File: config.mk
export PLATFORM = sky130hd
export DESIGN_NAME = l2iac_core
export DESIGN_NICKNAME = d
export VERILOG_FILES = /design/src/verilog/l2iac_pkg.sv /design/src/verilog/l2iac_addr_map.sv /design/src/verilog/l2iac_core.sv
export SDC_FILE = /design/constraint.sdc
export NUM_CORES = 1
export LEC_CHECK = 0
export BUFFER_PORTS_ARGS = -buffer_cell sky130_fd_sc_hd__buf_2
export CAP_MARGIN = 10
export CORE_AREA = 2 2 81 83
export CTS_CLUSTER_SIZE = 14
export DETAILED_ROUTE_END_ITERATION = 12
export DIE_AREA = 0 0 83 85
export HOLD_SLACK_MARGIN = 0.15
export PLACE_DENSITY = 0.87
export RECOVER_POWER = 100
export SLEW_MARGIN = 10
export SYNTH_ARGS = -nofsm -noshare
export SYNTH_HDL_FRONTEND = slang
export SYNTH_HIERARCHICAL = 1
export SYNTH_SLANG_ARGS = --single-unit
File: constraint.sdc
create_clock -name sys_clk -period 3.4 [get_ports sys_clk]
set_clock_uncertainty 0.05 [all_clocks]
set_input_delay 0.68 -clock sys_clk [delete_from_list [all_inputs] [get_ports sys_clk]]
set_output_delay 0.68 -clock sys_clk [all_outputs]
set_load 0.1 [all_outputs]
File: src/verilog/l2iac_pkg.sv
/*
 level 2 interrupt address capture: shared constants and carriers.
 assumes a single 10 MHz clock; all users reference names as l2iac_pkg::name.
*/
`default_nettype none
package l2iac_pkg;
	// counter group code: bit3 = a/b/c, bit2 = a or d, bit1 = b or e, bit0 = c or f
	localparam logic [1:0] USL_96  = 2'h0;
	localparam logic [1:0] USL_8   = 2'h1;
	localparam logic [1:0] USL_48  = 2'h2;
	localparam logic [1:0] USL_16  = 2'h3;
	localparam logic [2:0] GRP_A   = 3'h2;
	localparam logic [2:0] GRP_B   = 3'h3;
	localparam logic [2:0] GRP_C   = 3'h4;
	localparam logic [2:0] GRP_D   = 3'h5;
	localparam logic [2:0] GRP_E   = 3'h6;
	localparam logic [2:0] GRP_F   = 3'h7;
	localparam int         NUM_PRI = 4;
	localparam int         ADR_W   = 9;      // positions 0.6 .. 1.6
	localparam int         IN_W    = 12;     // in data bus 0.4 .. 1.7
	localparam logic [ADR_W-1:0] ADR_RST = 9'h000;
	localparam logic [IN_W-1:0]  VEC_FLAG = 12'h800; // forced 1 at 0.4
	// attachment base phase enable: one pulse each PHASE_DIV+1 (8) clocks
	localparam logic [2:0] PHASE_DIV = 3'h7;

	// capture request from the scanner side
	typedef struct packed {
		logic [1:0] scan_id;    // goes to 0.6/0.7
		logic [3:0] grp;        // counter group code
		logic [3:0] low;        // counter 8,4,2,1
		logic [1:0] usl;        // upper scan limit
		logic [1:0] pri;        // line_control_word priority
	} l2iac_req_s;

	// captured address with its priority
	typedef struct packed {
		logic [ADR_W-1:0] adr;
		logic [1:0]       pri;
	} l2iac_entry_s;
endpackage : l2iac_pkg
`default_nettype wire

File: src/verilog/l2iac_addr_map.sv
/*
 rewrites a scan counter value into a line_group_board address.
 purely combinational; assumes inputs are stable for the capture cycle.
*/
`timescale 1ns/1ps
`default_nettype none
module l2iac_addr_map
(
	input  wire logic [3:0]  grp,
	input  wire logic [3:0]  low,
	input  wire logic [1:0]  usl,
	input  wire logic [1:0]  scan_id,
	output logic      [8:0]  adr
);
	logic [2:0] sel;
	logic [3:0] lo;

	// group select and low bits per upper scan limit
	always_comb
	begin
		sel = l2iac_pkg::GRP_A;
		lo  = low;
		unique case (usl)
			l2iac_pkg::USL_96:
			begin
				sel = grp[2] ? (grp[3] ? l2iac_pkg::GRP_A : l2iac_pkg::GRP_D) :
				      grp[1] ? (grp[3] ? l2iac_pkg::GRP_B : l2iac_pkg::GRP_E) :
				               (grp[3] ? l2iac_pkg::GRP_C : l2iac_pkg::GRP_F);
			end
			l2iac_pkg::USL_48:
			begin
				sel = grp[2] ? l2iac_pkg::GRP_A :
				      grp[1] ? l2iac_pkg::GRP_B : l2iac_pkg::GRP_C;
			end
			l2iac_pkg::USL_16:
				sel = l2iac_pkg::GRP_A;
			l2iac_pkg::USL_8:
			begin
				sel   = l2iac_pkg::GRP_A;
				lo[3] = 1'b0;
				lo[0] = low[3];         // odd/even from 8 bit per chart
			end
		endcase
	end

	// positions 0.6 0.7 1.0 1.1 1.2 1.3 1.4 1.5 1.6
	assign adr = {scan_id, sel, lo};
endmodule : l2iac_addr_map
`default_nettype wire

File: src/verilog/l2iac_core.sv
/*
 level 2 interrupt address capture: priority registers, pre-buffer,
 interrupt_address_buffer and the inbound vector read.
 assumes the line_scanner request and the central_processor strobes are
 synchronous to sys_clk and that each strobe is a one-cycle pulse.
*/
`timescale 1ns/1ps
`default_nettype none
module l2iac_core
(
	input  wire logic                  sys_clk,
	input  wire logic                  rst,
	input  wire l2iac_pkg::l2iac_req_s req,
	input  wire logic                  req_valid,
	output logic                       req_ready,
	input  wire logic                  bid_accept,
	input  wire logic                  vec_read,
	output logic [3:0]                 pri_avail,
	output logic                       bid_l2,
	output logic [11:0]                in_data,
	output logic                       in_data_valid
);
	logic [2:0]              div;
	logic [2:0]              next_div;
	logic                    phase;
	logic [8:0]              map_adr;
	logic [8:0]              pri_reg [4];
	logic [8:0]              next_pri_reg [4];
	logic [3:0]              occ;
	logic [3:0]              next_occ;
	l2iac_pkg::l2iac_entry_s pre;
	l2iac_pkg::l2iac_entry_s next_pre;
	l2iac_pkg::l2iac_entry_s buf_q;
	l2iac_pkg::l2iac_entry_s next_buf_q;
	logic                    rd_l, rd_c2, rd_c3;
	logic                    next_rd_l, next_rd_c2, next_rd_c3;
	logic [11:0]             next_in_data;
	logic                    next_in_valid;
	logic                    top_hit;
	logic [1:0]              top_pri;

	l2iac_addr_map u_map
	(
		.grp     (req.grp),
		.low     (req.low),
		.usl     (req.usl),
		.scan_id (req.scan_id),
		.adr     (map_adr)
	);

	// attachment base phase divider
	always_comb
	begin
		next_div = (div == l2iac_pkg::PHASE_DIV) ? 3'h0 : div + 3'h1;
	end
	assign phase = (div == l2iac_pkg::PHASE_DIV);

	always_ff @(posedge sys_clk or posedge rst)
	begin
		if (rst)
			div <= 3'h0;
		else
			div <= next_div;
	end

	// highest occupied priority
	always_comb
	begin
		top_hit = |occ;
		top_pri = occ[3] ? 2'h3 : occ[2] ? 2'h2 : occ[1] ? 2'h1 : 2'h0;
	end

	assign pri_avail = ~occ;
	assign req_ready = phase & ~occ[req.pri];
	assign bid_l2    = |occ;

	// capture, select, accept and read sequence
	always_comb
	begin
		for (int i = 0; i < l2iac_pkg::NUM_PRI; i++)
			next_pri_reg[i] = pri_reg[i];
		next_occ      = occ;
		next_pre      = pre;
		next_buf_q    = buf_q;
		next_rd_l     = rd_l;
		next_rd_c2    = rd_c2;
		next_rd_c3    = rd_c3;
		next_in_data  = in_data;
		next_in_valid = 1'b0;
		if (top_hit)
		begin
			next_pre.adr = pri_reg[top_pri];
			next_pre.pri = top_pri;
		end
		if (bid_accept && top_hit)
			next_buf_q = pre;
		// address sits at 0.6..1.6, one above the unused 1.7 position
		if (vec_read)
		begin
			next_in_data  = l2iac_pkg::VEC_FLAG | {2'h0, buf_q.adr, 1'b0};
			next_in_valid = 1'b1;
			next_rd_l     = 1'b1;
		end
		if (phase)
		begin
			next_rd_c2 = rd_l;
			next_rd_c3 = rd_c2;
			if (rd_c3)
			begin
				next_occ[buf_q.pri] = 1'b0;
				next_rd_l  = 1'b0;
				next_rd_c2 = 1'b0;
				next_rd_c3 = 1'b0;
			end
		end
		// capture last so a set beats a same-cycle free
		if (req_valid && req_ready)
		begin
			next_pri_reg[req.pri] = map_adr;
			next_occ[req.pri]     = 1'b1;
		end
	end

	always_ff @(posedge sys_clk or posedge rst)
	begin
		if (rst)
		begin
			for (int i = 0; i < l2iac_pkg::NUM_PRI; i++)
				pri_reg[i] <= l2iac_pkg::ADR_RST;
			occ           <= 4'h0;
			pre           <= '0;
			buf_q         <= '0;
			rd_l          <= 1'b0;
			rd_c2         <= 1'b0;
			rd_c3         <= 1'b0;
			in_data       <= 12'h000;
			in_data_valid <= 1'b0;
		end
		else
		begin
			for (int i = 0; i < l2iac_pkg::NUM_PRI; i++)
				pri_reg[i] <= next_pri_reg[i];
			occ           <= next_occ;
			pre           <= next_pre;
			buf_q         <= next_buf_q;
			rd_l          <= next_rd_l;
			rd_c2         <= next_rd_c2;
			rd_c3         <= next_rd_c3;
			in_data       <= next_in_data;
			in_data_valid <= next_in_valid;
		end
	end

	// bid only drops when a read sequence frees the last entry
	property p_bid;
		@(posedge sys_clk) disable iff (rst) $fell(bid_l2) |-> $past(rd_c3) && $past(phase);
	endproperty
	a_bid: assert property (p_bid) else $error("bid not tied to occupancy");

	// vector read returns buffer address with flag next cycle
	property p_vec;
		@(posedge sys_clk) disable iff (rst) vec_read |=> in_data_valid && in_data[11] && !in_data[10] && !in_data[0] &&
			in_data[9:1] == $past(buf_q.adr);
	endproperty
	a_vec: assert property (p_vec) else $error("vector read data wrong");

	// occupancy only rises on a phase
	property p_phase;
		@(posedge sys_clk) disable iff (rst) (occ & ~$past(occ)) != 4'h0 |-> $past(phase);
	endproperty
	a_phase: assert property (p_phase) else $error("occupied set off phase");

	// buffer only changes on acceptance
	property p_acc;
		@(posedge sys_clk) disable iff (rst) buf_q != $past(buf_q) |-> $past(bid_accept);
	endproperty
	a_acc: assert property (p_acc) else $error("buffer changed without accept");

	// read sequence frees a priority within bounded time
	property p_free;
		@(posedge sys_clk) disable iff (rst) vec_read ##1 !vec_read[*8] |-> ##[0:20] !rd_l;
	endproperty
	a_free: assert property (p_free) else $error("read sequence stuck");

	// pre-buffer tracks highest occupied entry
	property p_pre;
		@(posedge sys_clk) disable iff (rst) top_hit |=> pre.pri == $past(top_pri);
	endproperty
	a_pre: assert property (p_pre) else $error("pre-buffer priority wrong");

	// capture stores the mapped address
	property p_cap;
		@(posedge sys_clk) disable iff (rst) (req_valid && req_ready) |=> pri_reg[$past(req.pri)] == $past(map_adr);
	endproperty
	a_cap: assert property (p_cap) else $error("capture address wrong");

	// limit 16 forces group a
	property p_usl16;
		@(posedge sys_clk) disable iff (rst) req.usl == 2'h3 |-> map_adr[6:4] == 3'h2;
	endproperty
	a_usl16: assert property (p_usl16) else $error("group not forced");

	// read answer only follows a read strobe
	property p_valid;
		@(posedge sys_clk) disable iff (rst) in_data_valid |-> $past(vec_read);
	endproperty
	a_valid: assert property (p_valid) else $error("read answer without strobe");

	// priority 3 held for two cycles owns the pre-buffer
	property p_rank;
		@(posedge sys_clk) disable iff (rst) occ[3] && $past(occ[3]) |-> pre.pri == 2'h3;
	endproperty
	a_rank: assert property (p_rank) else $error("pre-buffer not highest priority");

	// last latch of the read sequence frees the buffered priority
	property p_release;
		@(posedge sys_clk) disable iff (rst) rd_c3 && phase && !(req_valid && req_ready && req.pri == buf_q.pri) |=>
			!occ[$past(buf_q.pri)];
	endproperty
	a_release: assert property (p_release) else $error("buffered priority not freed");
endmodule : l2iac_core
`default_nettype wire

==> out/qor.yml <==
final_layout:
  fin_nets: 307
  finalNonFillerCells: 366
  final_cell_mix: "dfrtp_1, mux2_2, clkbuf_1"
  area.growth.synth_to_final_pct: 10.5
  layout_commonest_cell: "dfrtp_1"
  largest_register_ffs: 36
  drive_above_1_share_pct: 31.8
  design_area_um2: 3810
  fillerInstances: 481
  antenna_cells: 0
yosys:
  netlist_instances: 253
  synthXorXnorAreaFrac_pct: 0
  synth.area.mux_share_pct: 22.1
  synth_top_family_by_area: "multiplexers"
  synth_edf_count: 0
  synth-seq-cells: 79
  synthSimpleGateAreaFrac_pct: 7.14
  seq_area_frac_synth_pct: 57.3
  synthDistinctLibCells: 40
  synthAdderAreaFrac_pct: 1.45
  async_flop_share_pct: 100
  synth_top_flop_cell: "dfrtp_1"
  yosysTopAreaCell: "dfrtp_1"
  avgSynthCellArea_um2: 13.6
  synth.top_cell.area_share_pct: 57.3
  synth.top_cells.by_area: "dfrtp_1, mux2_2, mux2_4"
  synth_compound_area_share_pct: 7.50
  synthesis.area_um2: 3450
  yosys_warnings: 6
cts:
  cts.sinks: 79
  cts_made_buffers: 9
  ctsResizeCount: 0
  clk_latency_ns: 0.35
  h-tree-depth: 3
  ctsHoldBuffers: 0
  cts_root_buffer: "clkbuf_8"
  clk_pin_slew_ns: 0.07
  clk_path_buf_depth: 2
  cts_setup_buffers: 0
  cts_tree: "done"
drt:
  drc: 0
  routed_wl_mm: 6.26
  drt_iter0_markers: 186
  drtAntennaViolNets: 0
  via_per_inst: 5.78
  vias: 2115
  avgRoutedWirePerCell_um: 17.1
  drt-pass1-iter-count: 5
grt:
  grt_pass1_vias: 2242
  antenna_found_initial: 0
  grt_use_total_pct: 19.7
  grt.overflow.total: 0
  grt_max_degree: 43
  grt_first_pass_wirelength_mm: 10.8
job:
  cap_violations: 0
placement:
  postPlaceCellArea_um2: 3640
  dp_cells: 350
  gp_congestion: 0.822
  port_buffers: 34
  hpwl_mm: 4.19
worst_hold_path:
  min_from: "div[0]"
  worstHoldEndpoint: "div[0]"
  min-delay-path-class: "flop to flop"
  min_delay_path_depth: 1
sta:
  clock.fmax_mhz: 349
  worst_pin_slew_ns: 1.37
  rsz0062_at_grt: "false"
  final-setup-viol-count: 0
  hold_viol: 0
  finalSetupTns_ns: 0
  slew_viol_final: 0
  period_share_pct: 84.3
  min_period_ns: 2.87
  slew_headroom_pct: 8.87
floorplan:
  floorplan.initialDensity_pct: 55.6
  io_pins: 38
  core_um2: 6200
  dieArea_um2: 7060
  rows: 29
  die_y_um: 85
  dieWidth_um: 83
setup_path:
  rrSetupSlack_ns: 0.70
  reg2reg_to: "pri_reg[15]"
  critPathBufInv: 1
  slowest_stage: "dfrtp_1"
  crit_arrival_ns: 2.14
  crit_fanout: 15
  crit_family: "flip-flops"
  crit_required_ns: 2.67
  slowest_delay_ns: 0.60
  crit_chain: "mux4_1 > nor2_1 > clkbuf_2"
  critPathLaunch: "occ[1]"
  r2r-start: "div[0]"
  cp-start-kind: "flop"
  reg2regPathDepth: 5
  critPathCaptureType: "output port"
  crit_type: "flop to output port"
pwr:
  power.leakage_nw: 1.87
  power.density_nw_per_um2: 623
  ir_drop_uv: 315
run_status:
  outcome: "finished clean"
stage by stage:
stage	power, mW	setup WS (ns)	util, %	hold WS, ns
2_1_floorplan	1.43	0.206	-	0.353
3_3_place_gp	1.50	0.729	58.7	0.364
3_5_place_dp	1.52	0.713	58.7	0.377
4_1_cts	2.40	0.566	62.9	0.389
5_1_grt	2.46	0.449	61.5	0.404
6_report	2.38	0.533	61.5	0.388
per-layer routing:
layer / GRT usage [%] / wire length [µm] / vias to the layer above
met2: 32.7 / 3160 / 60
met3: 4.09 / 268 / 10
met1: 24.8 / 2710 / 1073
met4: 9.84 / 125 / 0
li1: - / - / 972
met5: 0 / 0 / -
report_power, final:
part | switching [mW] | total [mW] | internal [mW]
registers | 0.0711 | 1.09 | 1.02
clock network | 0.328 | 0.885 | 0.558
logic | 0.298 | 0.401 | 0.103
worst max-delay path by stage:
stage                     end  slack [ns]  cells after the start
detailed placement  req_ready        0.71                      4
finish              req_ready        0.53                      3
global route        req_ready        0.45                      3
floorplan           req_ready        0.21                      2
global placement    req_ready        0.73                      4
CTS                 req_ready        0.57                      3
cell type report:
type / instances / area [µm²] / share of cell area [%]
Tap cell: 77 / 96.3 / 2.53
Inverter: 10 / 37.5 / 0.984
Multi-Input combinational cell: 147 / 1280 / 33.5
Clock buffer: 9 / 124 / 3.25
Sequential cell: 79 / 1980 / 51.8
Timing Repair Buffer: 37 / 166 / 4.36
Clock inverter: 7 / 135 / 3.54
synthesized netlist by cell type, drive strengths merged (2+ instances only):
library cell and number:
dfrtp 79, inv 10, nand3 4, a21oi 8, a31oi 4, nor2 10
or2 2, buf 12, clkbuf 6, nor2b 3, a222oi 9, ha 4
nand2b 2, and2 5, o21ai 8, nand2 8, mux2 62
cell families (layout without fill, tap and decap cells):
group | after synthesis | count (layout)
DFF | 79 | 79
muxes | 63 | 63
and+or+nand+nor | 41 | 41
AOI/OAI and AO/OA | 37 | 37
buffers and inverters | 28 | 63
adders and majority gates | 4 | 4
other | 1 | 2
worst register-to-register path: stages (launching register included):
cell     delay [ns]
dfrtp_1        0.36
ha_1           0.15
ha_1           0.38
nand2_1        0.14
nor4b_2        1.07
mux2_2         0.44
Note: power is estimated with default switching activity, not from simulation.
